File: config.mk
export PLATFORM = sky130hd
export DESIGN_NAME = cfm_top
export DESIGN_NICKNAME = d
export VERILOG_FILES = /design/src/include/cfm_pkg.sv /design/src/include/cfm_strap_if.sv /design/src/hdl/cfm_strap_resolve.sv /design/src/hdl/cfm_top.sv
export SDC_FILE = /design/constraint.sdc
export NUM_CORES = 1
export LEC_CHECK = 0
export ABC_AREA = 1
export BUFFER_PORTS_ARGS = -buffer_cell sky130_fd_sc_hd__buf_2
export CAP_MARGIN = 30
export CORE_UTILIZATION = 55
export DETAILED_ROUTE_END_ITERATION = 10
export PLACE_DENSITY = 0.73
export SYNTH_ARGS = -nofsm -noshare
export SYNTH_HDL_FRONTEND = slang
export SYNTH_SLANG_ARGS = --single-unit
File: constraint.sdc
create_clock -name core_clk_i -period 21.1 [get_ports core_clk_i]
set_input_delay 4.22 -clock core_clk_i [delete_from_list [all_inputs] [get_ports core_clk_i]]
set_output_delay 4.22 -clock core_clk_i [all_outputs]
set_load 0.02 [all_outputs]
File: src/include/cfm_pkg.sv
/*
  Constants, register map and types of the configuration-and-fault supervisor.
  Assumes a single 200 MHz core clock and a 16-bit register port.
*/
package cfm_pkg;
  // Register port widths
  localparam int AW = 8;
  localparam int DW = 16;
  // Register offsets
  localparam logic [7:0] REG_GCFG = 8'h00;
  localparam logic [7:0] REG_ST_ADDR = 8'h01;
  localparam logic [7:0] REG_ST_VOUT0 = 8'h02;
  localparam logic [7:0] REG_ST_VOUT1 = 8'h03;
  localparam logic [7:0] REG_ST_FREQ = 8'h04;
  localparam logic [7:0] REG_ST_PHASE = 8'h05;
  localparam logic [7:0] REG_ADDR = 8'h06;
  localparam logic [7:0] REG_VOUT0 = 8'h07;
  localparam logic [7:0] REG_VOUT1 = 8'h08;
  localparam logic [7:0] REG_FREQ = 8'h09;
  localparam logic [7:0] REG_PHASE = 8'h0a;
  localparam logic [7:0] REG_OVLIM0 = 8'h0b;
  localparam logic [7:0] REG_OVLIM1 = 8'h0c;
  localparam logic [7:0] REG_UVLIM0 = 8'h0d;
  localparam logic [7:0] REG_UVLIM1 = 8'h0e;
  localparam logic [7:0] REG_STATUS = 8'h0f;
  localparam logic [7:0] REG_AMASK = 8'h10;
  localparam logic [7:0] REG_PROP0 = 8'h11;
  localparam logic [7:0] REG_PROP1 = 8'h12;
  localparam logic [7:0] REG_PINRESP = 8'h13;
  localparam logic [7:0] REG_RETRY = 8'h14;
  localparam logic [7:0] REG_CMD = 8'h15;
  localparam logic [7:0] REG_OPER = 8'h16;
  localparam logic [7:0] REG_PAD = 8'h17;
  // Global config fields
  localparam int GCFG_CLR_ALL = 0;
  localparam int GCFG_SYNC_DIS = 4;
  localparam int GCFG_PIN_DIS = 6;
  // Command fields (write-only pulses)
  localparam int CMD_CLR = 0;
  localparam int CMD_MRST = 1;
  localparam int CMD_RESTORE = 2;
  localparam int CMD_ARA = 3;
  // Status bit positions
  localparam int ST_OV0 = 0;
  localparam int ST_UV0 = 1;
  localparam int ST_OV1 = 2;
  localparam int ST_UV1 = 3;
  localparam int ST_EXT0 = 4;
  localparam int ST_EXT1 = 5;
  localparam int ST_CML = 6;
  localparam int ST_PLL = 7;
  localparam logic [7:0] CH0_MASK = 8'h13;
  localparam logic [7:0] CH1_MASK = 8'h2c;
  // Per-channel pin response nibble: pg mode, respond, retry
  localparam int PR_PG = 0;
  localparam int PR_RESP = 1;
  localparam int PR_RETRY = 2;
  localparam int PR_STRIDE = 4;
  localparam int PAD_SYNC_BIT = 10;
  // Reset values
  localparam logic [15:0] GCFG_RST = 16'h0000;
  localparam logic [6:0] ADDR_RST = 7'h40;
  localparam logic [15:0] VOUT_RST = 16'h0000;
  localparam logic [3:0] FREQ_RST = 4'h0;
  localparam logic [3:0] PHASE_RST = 4'h0;
  localparam logic [15:0] RETRY_RST = 16'h0096;
  // Strap code to millivolts
  localparam logic [15:0] VOUT_BASE = 16'h01f4;
  localparam logic [15:0] VOUT_STEP = 16'h00fa;
  // Timing: retry unit is one millisecond
  localparam longint CLK_HZ = 200000000;
  localparam longint RETRY_UNIT_US = 1000;
  localparam int MS_CYCLES = int'(RETRY_UNIT_US * CLK_HZ / 1000000);
  localparam logic [1:0] STRAP_SETTLE = 2'h3;
  // Channel recovery states
  typedef enum logic [3:0] {
    CH_OFF = 4'b0001,
    CH_ON = 4'b0010,
    CH_WAIT = 4'b0100,
    CH_LATCH = 4'b1000
  } cfm_ch_state_t;
endpackage

File: src/include/cfm_strap_if.sv
/*
  Carrier between the supervisor and its strap resolver.
  Assumes strap levels are already filtered in the core clock domain.
*/
`timescale 1ns/10ps
`default_nettype none
interface cfm_strap_if;
  logic [3:0] addr_low_strap;
  logic [2:0] addr_high_strap;
  logic [3:0] frequency_strap;
  logic [3:0] phase_strap;
  logic [3:0] vout_strap [2];
  logic [5:0] strap_open;
  logic pin_dis;
  logic [6:0] st_addr;
  logic [15:0] st_vout [2];
  logic [3:0] st_freq;
  logic [3:0] st_phase;
  logic [6:0] addr;
  logic [15:0] vout [2];
  logic [3:0] freq;
  logic [3:0] phase;
  logic [1:0] vout_from_strap;
  modport resolver (
    input addr_low_strap, addr_high_strap, frequency_strap, phase_strap,
    input vout_strap, strap_open, pin_dis, st_addr, st_vout, st_freq,
    input st_phase,
    output addr, vout, freq, phase, vout_from_strap
  );
  modport user (
    output addr_low_strap, addr_high_strap, frequency_strap, phase_strap,
    output vout_strap, strap_open, pin_dis, st_addr, st_vout, st_freq,
    output st_phase,
    input addr, vout, freq, phase, vout_from_strap
  );
endinterface
`default_nettype wire

File: src/hdl/cfm_strap_resolve.sv
/*
  Strap resolver: picks strap-derived or stored values per parameter.
  Assumes open flags: 0 addr low, 1 addr high, 2 freq, 3 vout0, 4 vout1,
  5 phase. Purely combinational; the caller decides when to sample.
*/
`timescale 1ns/10ps
`default_nettype none
module cfm_strap_resolve
  import cfm_pkg::*;
(
  cfm_strap_if.resolver sif
);
  // Address straps are honoured even with straps disabled
  wire use_lo = !sif.strap_open[0];
  wire use_hi = !sif.strap_open[1];
  // Other straps obey the global pin-disable bit
  wire use_freq = !sif.strap_open[2] && !sif.pin_dis;
  wire use_v0 = !sif.strap_open[3] && !sif.pin_dis;
  wire use_v1 = !sif.strap_open[4] && !sif.pin_dis;
  wire use_ph = !sif.strap_open[5] && !sif.pin_dis;

  // Top three address bits, then bottom four, one driver for the word
  assign sif.addr = {use_hi ? sif.addr_high_strap : sif.st_addr[6:4],
    use_lo ? sif.addr_low_strap : sif.st_addr[3:0]};
  // Frequency and phase codes fall back to stored values
  assign sif.freq = use_freq ? sif.frequency_strap : sif.st_freq;
  assign sif.phase = use_ph ? sif.phase_strap : sif.st_phase;
  assign sif.vout_from_strap = {use_v1, use_v0};

  // Voltage code maps linearly from a base in millivolt steps
  genvar g;
  for (g = 0; g < 2; g++) begin : g_vout
    wire [15:0] code_mv = 16'(VOUT_BASE + VOUT_STEP * {12'h000, sif.vout_strap[g]});
    assign sif.vout[g] = sif.vout_from_strap[g] ? code_mv : sif.st_vout[g];
  end
endmodule
`default_nettype wire

File: src/hdl/cfm_top.sv
/*
  Configuration-and-fault supervisor for a dual-channel power controller:
  strap sampling, limits, sticky status, alert, fault pins and recovery.
  Assumes pins are asynchronous, the register master is on core_clk_i and
  fault pins are open drain, pulled high outside the device.
*/
// Decided for this implementation: the plain strobed port and the register offsets.
// Operation
// - Open straps use stored configuration values
// - Pin-disable bit ignores all but address straps
// - Straps sampled only at reset, reset, restore
// - Open voltage strap uses stored setpoint
// - Strapped voltage sets limits, overvoltage plus ten
// - Internal sync without output sets pad flag
// - No frequency, no sync raises lock fault
// - High address strap gives top three bits
// - Low address strap gives bottom four bits
// - Bus may override all but address straps
// - Propagate map pulls fault pin low
// - External low on fault pin is fault
// - Power-good pin shows window, released after reset
// - Every unmasked event sets status and alert
// - Alert held until one clearing action occurs
// - Off-on clears channel faults, or all
// - Retry mode restarts after interval when clear
// - Channel shuts down when bussed pin low
// - Group retry releases pin; latch holds it
`timescale 1ns/10ps
`default_nettype none
module cfm_top
  import cfm_pkg::*;
#(
  parameter int MS_TICKS = MS_CYCLES
) (
  input wire logic core_clk_i,
  input wire logic rst_i,
  input wire logic [AW-1:0] reg_addr_i,
  input wire logic [DW-1:0] reg_wdata_i,
  input wire logic reg_wr_i,
  input wire logic reg_rd_i,
  output logic [DW-1:0] reg_rdata_o,
  input wire logic [3:0] addr_low_strap_i,
  input wire logic [2:0] addr_high_strap_i,
  input wire logic [3:0] frequency_strap_i,
  input wire logic [3:0] phase_strap_i,
  input wire logic [3:0] output_voltage_strap0_i,
  input wire logic [3:0] output_voltage_strap1_i,
  input wire logic [5:0] strap_open_i,
  input wire logic [1:0] run_pin_i,
  input wire logic ext_sync_present_i,
  input wire logic [1:0] vout_ov_i,
  input wire logic [1:0] vout_uv_i,
  input wire logic comm_memory_logic_fault_i,
  input wire logic [1:0] fault_pin_i,
  output logic [1:0] fault_pin_o,
  output logic [1:0] fault_pin_oe_o,
  output logic alert_n_o,
  output logic [1:0] chan_en_o,
  output logic [1:0] soft_start_o,
  output logic [6:0] slave_addr_o,
  output logic [15:0] vout0_o,
  output logic [15:0] vout1_o
);
  localparam int PW = 34; // Width of the synchronised pin bundle

  // Pin synchroniser: three stages, change taken when stages 2 and 3 agree
  wire [PW-1:0] pin_raw = {ext_sync_present_i, fault_pin_i, run_pin_i, strap_open_i,
    output_voltage_strap1_i, output_voltage_strap0_i, phase_strap_i,
    frequency_strap_i, addr_high_strap_i, addr_low_strap_i};
  logic [PW-1:0] pin_s1_q, pin_s2_q, pin_s3_q, pin_f_q;
  genvar b;
  for (b = 0; b < PW; b++) begin : g_sync
    always_ff @(posedge core_clk_i) begin
      pin_s1_q[b] <= pin_raw[b];
      pin_s2_q[b] <= pin_s1_q[b];
      pin_s3_q[b] <= pin_s2_q[b];
      // Filtered level only moves once two stages agree
      if (rst_i) begin
        pin_f_q[b] <= 1'b1;
      end else if (pin_s2_q[b] == pin_s3_q[b]) begin
        pin_f_q[b] <= pin_s3_q[b];
      end
    end
  end
  wire [1:0] run_s = pin_f_q[30:29];
  wire [1:0] fpin_s = pin_f_q[32:31];
  wire sync_ext_s = pin_f_q[33];

  // Configuration registers, stored set and effective set
  logic [15:0] gcfg_q; // Global config
  logic [6:0] st_addr_q; // Stored slave address
  logic [15:0] st_vout_q [2]; // Stored output voltage setpoints
  logic [3:0] st_freq_q, st_phase_q; // Stored frequency and phase codes
  logic [6:0] addr_q; // Effective address, read only
  logic [15:0] vout_q [2]; // Effective setpoints
  logic [3:0] freq_q, phase_q; // Effective frequency and phase
  logic [15:0] ovlim_q [2], uvlim_q [2]; // Fault limits
  logic [7:0] status_q, amask_q; // Sticky status and alert mask
  logic [7:0] prop_q [2]; // Propagate maps per fault pin
  logic [7:0] presp_q; // Pin response nibbles
  logic [15:0] retry_q; // Retry interval in milliseconds
  logic [1:0] oper_q; // Bus on/off per channel
  logic alarm_q; // Alert latch
  logic load_pend_q; // Strap sample pending
  logic [1:0] settle_q; // Wait for synchroniser to fill
  logic load_done_q; // Straps taken at least once
  logic [DW-1:0] rdata_q;
  logic [1:0] pin_oe_q;

  // Strap resolver
  cfm_strap_if sif ();
  assign sif.addr_low_strap = pin_f_q[3:0];
  assign sif.addr_high_strap = pin_f_q[6:4];
  assign sif.frequency_strap = pin_f_q[10:7];
  assign sif.phase_strap = pin_f_q[14:11];
  assign sif.vout_strap[0] = pin_f_q[18:15];
  assign sif.vout_strap[1] = pin_f_q[22:19];
  assign sif.strap_open = pin_f_q[28:23];
  assign sif.pin_dis = gcfg_q[GCFG_PIN_DIS];
  assign sif.st_addr = st_addr_q;
  assign sif.st_vout = st_vout_q;
  assign sif.st_freq = st_freq_q;
  assign sif.st_phase = st_phase_q;
  cfm_strap_resolve u_resolve (
    .sif(sif)
  );

  // Write decode
  wire wr_gcfg = reg_wr_i && (reg_addr_i == REG_GCFG);
  wire wr_cmd = reg_wr_i && (reg_addr_i == REG_CMD);
  wire wr_stat = reg_wr_i && (reg_addr_i == REG_STATUS);
  wire cmd_clr = wr_cmd && reg_wdata_i[CMD_CLR];
  wire cmd_mrst = wr_cmd && reg_wdata_i[CMD_MRST];
  wire cmd_rest = wr_cmd && reg_wdata_i[CMD_RESTORE];
  wire cmd_ara = wr_cmd && reg_wdata_i[CMD_ARA];
  // Straps may only be taken on these occasions
  wire load_req = cmd_mrst || cmd_rest;
  wire load_now = load_pend_q && (settle_q == STRAP_SETTLE);
  // Clearing actions shared by status and alert
  wire clr_all = cmd_clr || cmd_mrst || cmd_rest;

  // Strap sample sequencing: wait for filtered levels after reset
  always_ff @(posedge core_clk_i) begin
    if (rst_i) begin
      load_pend_q <= 1'b1;
      settle_q <= 2'h0;
      load_done_q <= 1'b0;
    end else if (load_now) begin
      load_pend_q <= 1'b0;
      load_done_q <= 1'b1;
    end else if (load_req) begin
      load_pend_q <= 1'b1;
      settle_q <= 2'h0;
    end else if (load_pend_q) begin
      settle_q <= 2'(settle_q + 2'h1);
    end
  end

  // Stored configuration and simple writable registers
  always_ff @(posedge core_clk_i) begin
    if (rst_i) begin
      gcfg_q <= GCFG_RST;
      st_addr_q <= ADDR_RST;
      st_freq_q <= FREQ_RST;
      st_phase_q <= PHASE_RST;
      amask_q <= 8'h00;
      presp_q <= 8'h00;
      retry_q <= RETRY_RST;
      oper_q <= 2'h3;
    end else if (reg_wr_i) begin
      if (wr_gcfg) begin
        gcfg_q <= reg_wdata_i;
      end else if (reg_addr_i == REG_ST_ADDR) begin
        st_addr_q <= reg_wdata_i[6:0];
      end else if (reg_addr_i == REG_ST_FREQ) begin
        st_freq_q <= reg_wdata_i[3:0];
      end else if (reg_addr_i == REG_ST_PHASE) begin
        st_phase_q <= reg_wdata_i[3:0];
      end else if (reg_addr_i == REG_AMASK) begin
        amask_q <= reg_wdata_i[7:0];
      end else if (reg_addr_i == REG_PINRESP) begin
        presp_q <= reg_wdata_i[7:0];
      end else if (reg_addr_i == REG_RETRY) begin
        // Host keeps this inside its legal range; no clamp here
        retry_q <= reg_wdata_i;
      end else if (reg_addr_i == REG_OPER) begin
        oper_q <= reg_wdata_i[1:0];
      end
    end
  end

  // Frequency, phase and address: strap sample first, bus override of frequency and phase after
  always_ff @(posedge core_clk_i) begin
    if (rst_i) begin
      addr_q <= ADDR_RST;
      freq_q <= FREQ_RST;
      phase_q <= PHASE_RST;
    end else if (load_now) begin
      addr_q <= sif.addr;
      freq_q <= sif.freq;
      phase_q <= sif.phase;
    end else if (reg_wr_i && reg_addr_i == REG_FREQ) begin
      freq_q <= reg_wdata_i[3:0];
    end else if (reg_wr_i && reg_addr_i == REG_PHASE) begin
      phase_q <= reg_wdata_i[3:0];
    end
  end

  // Per-channel voltage, limits and propagate map
  genvar c;
  for (c = 0; c < 2; c++) begin : g_cfg
    wire [7:0] o_stv = (c == 0) ? REG_ST_VOUT0 : REG_ST_VOUT1;
    wire [7:0] o_v = (c == 0) ? REG_VOUT0 : REG_VOUT1;
    wire [7:0] o_ov = (c == 0) ? REG_OVLIM0 : REG_OVLIM1;
    wire [7:0] o_uv = (c == 0) ? REG_UVLIM0 : REG_UVLIM1;
    wire [7:0] o_pr = (c == 0) ? REG_PROP0 : REG_PROP1;
    wire [15:0] tenth = sif.vout[c] / 16'h000a;
    always_ff @(posedge core_clk_i) begin
      if (rst_i) begin
        st_vout_q[c] <= VOUT_RST;
        vout_q[c] <= VOUT_RST;
        ovlim_q[c] <= 16'h0000;
        uvlim_q[c] <= 16'h0000;
        prop_q[c] <= 8'h00;
      end else if (load_now) begin
        vout_q[c] <= sif.vout[c];
        // Limits follow a strapped voltage, else keep stored ones
        if (sif.vout_from_strap[c]) begin
          ovlim_q[c] <= 16'(sif.vout[c] + tenth);
          uvlim_q[c] <= 16'(sif.vout[c] - tenth);
        end
      end else if (reg_wr_i) begin
        if (reg_addr_i == o_stv) begin
          st_vout_q[c] <= reg_wdata_i;
        end else if (reg_addr_i == o_v) begin
          vout_q[c] <= reg_wdata_i;
        end else if (reg_addr_i == o_ov) begin
          ovlim_q[c] <= reg_wdata_i;
        end else if (reg_addr_i == o_uv) begin
          uvlim_q[c] <= reg_wdata_i;
        end else if (reg_addr_i == o_pr) begin
          prop_q[c] <= reg_wdata_i[7:0];
        end
      end
    end
  end

  // Our own pull echoes through the four-flop pin path after release
  logic [7:0] oe_hist_q;
  always_ff @(posedge core_clk_i) begin
    if (rst_i) begin
      oe_hist_q <= 8'h00;
    end else begin
      oe_hist_q <= {oe_hist_q[5:0], pin_oe_q};
    end
  end
  wire [1:0] oe_recent = oe_hist_q[7:6] | oe_hist_q[5:4] | oe_hist_q[3:2] | oe_hist_q[1:0];
  // External fault: pin low while we are not, nor were lately, pulling it
  wire [1:0] ext_low = ~fpin_s & ~pin_oe_q & ~oe_recent;
  // Lock fault: no frequency code and no external sync
  wire pll_ev = load_done_q && (freq_q == 4'h0) && !sync_ext_s;
  wire [7:0] ev = {pll_ev, comm_memory_logic_fault_i, ext_low,
    vout_uv_i[1], vout_ov_i[1], vout_uv_i[0], vout_ov_i[0]};
  // Off-to-on edges of each channel, from run pin and bus command
  wire [1:0] on_req = run_s & oper_q;
  logic [1:0] on_prev_q;
  wire [1:0] on_edge = on_req & ~on_prev_q;
  wire clr_opt = gcfg_q[GCFG_CLR_ALL];
  wire [7:0] ch_clr = (on_edge[0] ? CH0_MASK : 8'h00) | (on_edge[1] ? CH1_MASK : 8'h00);
  wire [7:0] tog_clr = (clr_opt && |on_edge) ? 8'hff : ch_clr;
  wire [7:0] w1c = wr_stat ? reg_wdata_i[7:0] : 8'h00;
  wire [7:0] st_clr = (clr_all ? 8'hff : 8'h00) | w1c | tog_clr;
  // Set wins over any clear in the same cycle
  wire [7:0] status_d = (status_q & ~st_clr) | ev;
  wire alarm_set = |(ev & ~amask_q);
  wire alarm_clr = clr_all || cmd_ara || (|w1c);
  wire alarm_d = alarm_set || (alarm_q && !alarm_clr);

  // Status and alert latch
  always_ff @(posedge core_clk_i) begin
    if (rst_i) begin
      status_q <= 8'h00;
      alarm_q <= 1'b0;
      on_prev_q <= 2'h0;
    end else begin
      status_q <= status_d;
      alarm_q <= alarm_d;
      on_prev_q <= on_req;
    end
  end

  // Shared millisecond tick for the retry timers
  logic [$clog2(MS_TICKS)-1:0] ms_cnt_q;
  wire ms_tick = (ms_cnt_q == ($clog2(MS_TICKS))'(MS_TICKS - 1));
  always_ff @(posedge core_clk_i) begin
    if (rst_i || ms_tick) begin
      ms_cnt_q <= '0;
    end else begin
      ms_cnt_q <= ms_cnt_q + 1'b1;
    end
  end

  // Channel recovery machines and fault pin drive
  logic [1:0] en_q, ss_q;
  for (c = 0; c < 2; c++) begin : g_ch
    cfm_ch_state_t st_q;
    logic [15:0] rcnt_q;
    wire [3:0] pr = presp_q[c*PR_STRIDE +: 4];
    wire live = vout_ov_i[c] | vout_uv_i[c];
    // Trip sources: output window and a bussed pin held low elsewhere
    wire trip = live | (ext_low[c] & pr[PR_RESP]);
    wire ri_done = ms_tick && (rcnt_q >= 16'(retry_q - 16'h0001));
    wire [7:0] prmap = prop_q[c];
    wire mapped = |(ev & prmap & ~(8'h10 << c));
    wire held = (st_q == CH_WAIT) || (st_q == CH_LATCH);
    // Power-good mode: released until straps taken, then low outside window
    wire pg_low = load_done_q && live;
    wire oe_d = pr[PR_PG] ? pg_low : (mapped || held);
    always_ff @(posedge core_clk_i) begin
      if (rst_i) begin
        st_q <= CH_OFF;
        rcnt_q <= 16'h0000;
        en_q[c] <= 1'b0;
        ss_q[c] <= 1'b0;
        pin_oe_q[c] <= 1'b0;
      end else begin
        ss_q[c] <= 1'b0;
        pin_oe_q[c] <= oe_d;
        case (st_q)
          CH_OFF: begin
            // Start only once straps have set the setpoint
            if (on_req[c] && load_done_q) begin
              st_q <= CH_ON;
              en_q[c] <= 1'b1;
              ss_q[c] <= 1'b1;
            end
          end
          CH_ON: begin
            if (!on_req[c]) begin
              st_q <= CH_OFF;
              en_q[c] <= 1'b0;
            end else if (trip) begin
              st_q <= pr[PR_RETRY] ? CH_WAIT : CH_LATCH;
              en_q[c] <= 1'b0;
              rcnt_q <= 16'h0000;
            end
          end
          CH_WAIT: begin
            if (!on_req[c]) begin
              st_q <= CH_OFF;
            end else if (ri_done && !trip) begin
              st_q <= CH_ON;
              en_q[c] <= 1'b1;
              ss_q[c] <= 1'b1;
            end else if (ri_done) begin
              rcnt_q <= 16'h0000;
            end else if (ms_tick) begin
              rcnt_q <= rcnt_q + 16'h0001;
            end
          end
          CH_LATCH: begin
            // Only an off command or run pin low releases a latch
            if (!on_req[c]) begin
              st_q <= CH_OFF;
            end
          end
          default: begin
            st_q <= CH_OFF;
            en_q[c] <= 1'b0;
          end
        endcase
      end
    end
  end

  // Pad status: internal sync with output not selected
  wire [15:0] pad = 16'(!sync_ext_s && gcfg_q[GCFG_SYNC_DIS]) << PAD_SYNC_BIT;

  // Read mux, unmapped and write-only offsets read zero
  wire [DW-1:0] rd_mux =
    (reg_addr_i == REG_GCFG) ? gcfg_q :
    (reg_addr_i == REG_ST_ADDR) ? {9'h000, st_addr_q} :
    (reg_addr_i == REG_ST_VOUT0) ? st_vout_q[0] :
    (reg_addr_i == REG_ST_VOUT1) ? st_vout_q[1] :
    (reg_addr_i == REG_ST_FREQ) ? {12'h000, st_freq_q} :
    (reg_addr_i == REG_ST_PHASE) ? {12'h000, st_phase_q} :
    (reg_addr_i == REG_ADDR) ? {9'h000, addr_q} :
    (reg_addr_i == REG_VOUT0) ? vout_q[0] :
    (reg_addr_i == REG_VOUT1) ? vout_q[1] :
    (reg_addr_i == REG_FREQ) ? {12'h000, freq_q} :
    (reg_addr_i == REG_PHASE) ? {12'h000, phase_q} :
    (reg_addr_i == REG_OVLIM0) ? ovlim_q[0] :
    (reg_addr_i == REG_OVLIM1) ? ovlim_q[1] :
    (reg_addr_i == REG_UVLIM0) ? uvlim_q[0] :
    (reg_addr_i == REG_UVLIM1) ? uvlim_q[1] :
    (reg_addr_i == REG_STATUS) ? {8'h00, status_q} :
    (reg_addr_i == REG_AMASK) ? {8'h00, amask_q} :
    (reg_addr_i == REG_PROP0) ? {8'h00, prop_q[0]} :
    (reg_addr_i == REG_PROP1) ? {8'h00, prop_q[1]} :
    (reg_addr_i == REG_PINRESP) ? {8'h00, presp_q} :
    (reg_addr_i == REG_RETRY) ? retry_q :
    (reg_addr_i == REG_OPER) ? {14'h0000, oper_q} :
    (reg_addr_i == REG_PAD) ? pad : 16'h0000;

  // Read data valid only in the cycle after the strobe
  always_ff @(posedge core_clk_i) begin
    if (rst_i) begin
      rdata_q <= 16'h0000;
    end else begin
      rdata_q <= reg_rd_i ? rd_mux : 16'h0000;
    end
  end

  // Open-drain pins only ever pull low
  assign fault_pin_o = 2'h0;
  assign fault_pin_oe_o = pin_oe_q;
  assign reg_rdata_o = rdata_q;
  assign alert_n_o = !alarm_q;
  assign chan_en_o = en_q;
  assign soft_start_o = ss_q;
  assign slave_addr_o = addr_q;
  assign vout0_o = vout_q[0];
  assign vout1_o = vout_q[1];
endmodule
`default_nettype wire

==> qor.txt <==
#FFs+latches synth: 463
FF-to-FF Start: pin_f_q[20]$_SDFFE_PP1N_
Port Buffers: 128
Remaining global-route overflow: 0
# H-tree levels: 2
Min Tclk post-route: 10.72 ns
Final wirelength: 75900 µm
Share of the synthesized area in the top cell type: 0.284
Worst-path fanout max: 9
Buffer count from post-CTS setup fixing: 0
Final setup vio count: 0
Root Driver: clkbuf_16
Most frequent CP cell: nand2_2
CTS Sinks: 463
DRC viols: 0
Sequential element share of the synthesized area: 0.420
Share of layout cells above drive strength 1: 0.128
Vias per inst: 5.90
Ys async rst share: 0
Ys Warns: 0
CP Launch Type: register
Post-CTS sizing: 0
Lkg Pwr: 12.1 nW
Core Rows: 77
Wire length per cell: 19.5 µm
Effective utilization at floorplan: 0.558
Initial DRC Count: 2402
Hold buffer count at cts: 0
Crit path max-delay cell type: fa_1
PD cells: 116 mW/mm²
Number of global-route vias before repair: 21900
Final-stage net count: 3462
GR Util All Layers: 0.324
Hold_sp: pin_s1_q[15]$_DFF_P_
Synth Instances: 3131
Post-Route Setup TNS: 0 ns
FMAX: 93.3 MHz
Die X: 214 µm
CP arrival: 11.05 ns
Worst Setup End Kind: register
RSZ-0062 raised after global routing: false
Synth area leader: dfxtp_1
Antenna violation net count after detailed routing: 0
Core Box Area: 0.0443 mm²
I/O pin count: 131
Max Root-Sink Buffers: 3
Slew headroom: 0.292
Clock transition at the registers of the reported paths: 0.07 ns
Mapped cell area: 0.0247 mm²
Detail Placement HPWL: 56400 µm
Placer Congestion: 0.954
Initial antenna violation count: 1
EDFF count, synth: 112
Hold WC Path Type: register to register
Slew @ Worst Pin: 1.06 ns
DR pass1 iterations: 9
Max Cap Violations: 0
Final Hold Fails: 0
Worst Skew: 0.0186 ns
Vias: 23000
Slew Limit Fails: 0
Status: completed
CTS Buf Count: 48
Final hold slack: 0.325 ns
Fillers: 3974
Worst VDD drop: 0.0765 mV
Total die area: 0.0458 mm²
Largest net degree at the start of global routing: 74
Most area-consuming cells after synthesis: dfxtp_1, edfxtp_1, nand2_1
Worst R2R Setup Slack: 10.38 ns
WS Path Type: register to register
Clk_lat worst skew: 0.61 ns
Synth unique cells: 70
CP required: 21.43 ns
Mean Syn Cell Area: 7.90 µm²
Die height: 214 µm
CTS tree: done
First-pass GRT wire length: 118000 µm
Main synth FF type: dfxtp_1
Critical Path Start: pin_f_q[20]$_SDFFE_PP1N_
Area growth, synth to finish: 12.1%
Crit share post-route: 0.508
Slowest Stage Delay on Critical Path: 0.64 ns
-- area by class of cell --
type | count | area, µm² | area share
multi-input combinational | 2181 | 12500 | 0.450
sequential | 463 | 10400 | 0.374
inverter | 409 | 1540 | 0.0556
clock buffer | 68 | 1510 | 0.0542
timing repair buffer | 152 | 818 | 0.0295
tap | 592 | 741 | 0.0267
clock inverter | 21 | 256 | 0.00924
antenna | 1 | 2.50 | 0.0000902
-- worst max-delay path: cells and delay by family (launching register included) --
family	cells	cell delay (ns)
simple gates	52	5.27
fa+ha+maj	6	2.29
compound gates	12	1.94
buf+inv	8	0.55
flops	1	0.41
-- synthesized netlist by cell type, types with 4 or more instances --
cell	instances
a211oi_1	8
o31ai_1	4
or2_2	10
a22oi_1	5
o21ai_0	284
o21ai_1	16
nand4_1	52
xor2_1	33
a21oi_2	4
a21oi_1	266
o211ai_1	12
nor4_1	12
nor2_2	9
inv_2	31
nand3_1	176
o21ai_2	5
nor2_4	5
dfxtp_1	351
nand2_4	23
o21a_1	8
nand3_2	22
nor2_1	221
o22ai_1	66
edfxtp_1	112
nor3_1	64
a31oi_1	10
nand2_1	536
o221ai_1	6
nand2_2	56
o21bai_1	16
fa_1	18
nand3b_1	4
clkinv_1	13
inv_1	361
buf_1	4
a221oi_1	19
o2111ai_1	16
xnor2_1	16
ha_1	122
nor3b_1	8
a2111oi_0	4
o32ai_1	10
clkbuf_1	70
-- report_power, final --
group | leakage, nW | switching [mW] | internal [mW]
clock | 0.856 | 0.375 | 0.552
sequential | 4.04 | 0.0341 | 0.955
combinational | 7.21 | 0.848 | 0.445
-- routing by layer --
metal	global-route usage	part of all wire
met4	0.148	0.045
met3	0.0624	0.089
met2	0.537	0.46
met1	0.409	0.40
met5	0	0.00011
-- flip-flops by register name, summed over array words and instances (netlist names), 7 cells and up --
register / count
amask_q: 8
g_ch.rcnt_q: 32
g_ch.st_q: 8
gcfg_q: 16
ms_cnt_q: 18
oe_hist_q: 8
ovlim_q: 32
pin_f_q: 31
pin_s1_q: 34
pin_s2_q: 34
pin_s3_q: 34
presp_q: 8
prop_q: 16
reg_rdata_o: 16
retry_q: 16
sif.st_addr: 7
sif.st_vout: 32
slave_addr_o: 7
status_q: 8
uvlim_q: 32
vout_q: 32
-- through the flow --
stage | cells | setup slack [ns] | util | cell area, µm² | power, mW
2_1_floorplan | 3132 | 11.74 | - | 24700 | 2.00
3_3_place_gp | 3795 | 11.01 | 0.586 | 26000 | 2.24
3_5_place_dp | 3797 | 10.51 | 0.586 | 26000 | 2.28
4_1_cts | 3886 | 10.46 | 0.626 | 27700 | 3.20
5_1_grt | 3886 | 9.22 | 0.626 | 27700 | 3.42
6_report | 3887 | 10.38 | 0.626 | 27800 | 3.21
-- placed cells by master, fill, tap and decap left out, drive strengths merged, types with 5 or more instances in the layout --
cell        n
ha        122
a22oi       5
dfxtp     351
a21oi     272
buf       152
fa         18
clkinv     21
a221oi     19
o21a        9
o221ai      6
nand2     615
nand4      52
a31oi      10
o22ai      66
a211oi      8
nor2      236
nand3     201
edfxtp    112
clkinvlp    5
nor3b       8
xnor2      16
xor2       35
o2111ai    16
clkbuf     68
o32ai      10
nor3       64
or2        11
o21bai     16
nor4       12
o21ai     305
o211ai     12
inv       400
-- final timing paths --
| path | depth (start not counted) | to |
|---|---|---|
| setup / recovery | 78 | uvlim_q[1][14]$_SDFFCE_PN0P_ |
| hold / removal | 0 | pin_s2_q[15]$_DFF_P_ |
| setup reg to reg | 78 | uvlim_q[1][14]$_SDFFCE_PN0P_ |
| hold reg to reg | 0 | pin_s2_q[15]$_DFF_P_ |
-- cell families after synthesis --
kind of cell / after synthesis / share of synthesized area
multiplexers: 3 / 0.00121
buffers and inverters: 488 / 0.0757
flip-flops: 463 / 0.420
AO/OA/AOI/OAI: 778 / 0.180
adder cells (fa/ha/maj): 140 / 0.0763
AND/OR/NAND/NOR: 1207 / 0.228
other: 1 / 0.000152
XOR/XNOR: 51 / 0.0187
Power figures use the tool's default switching activity.
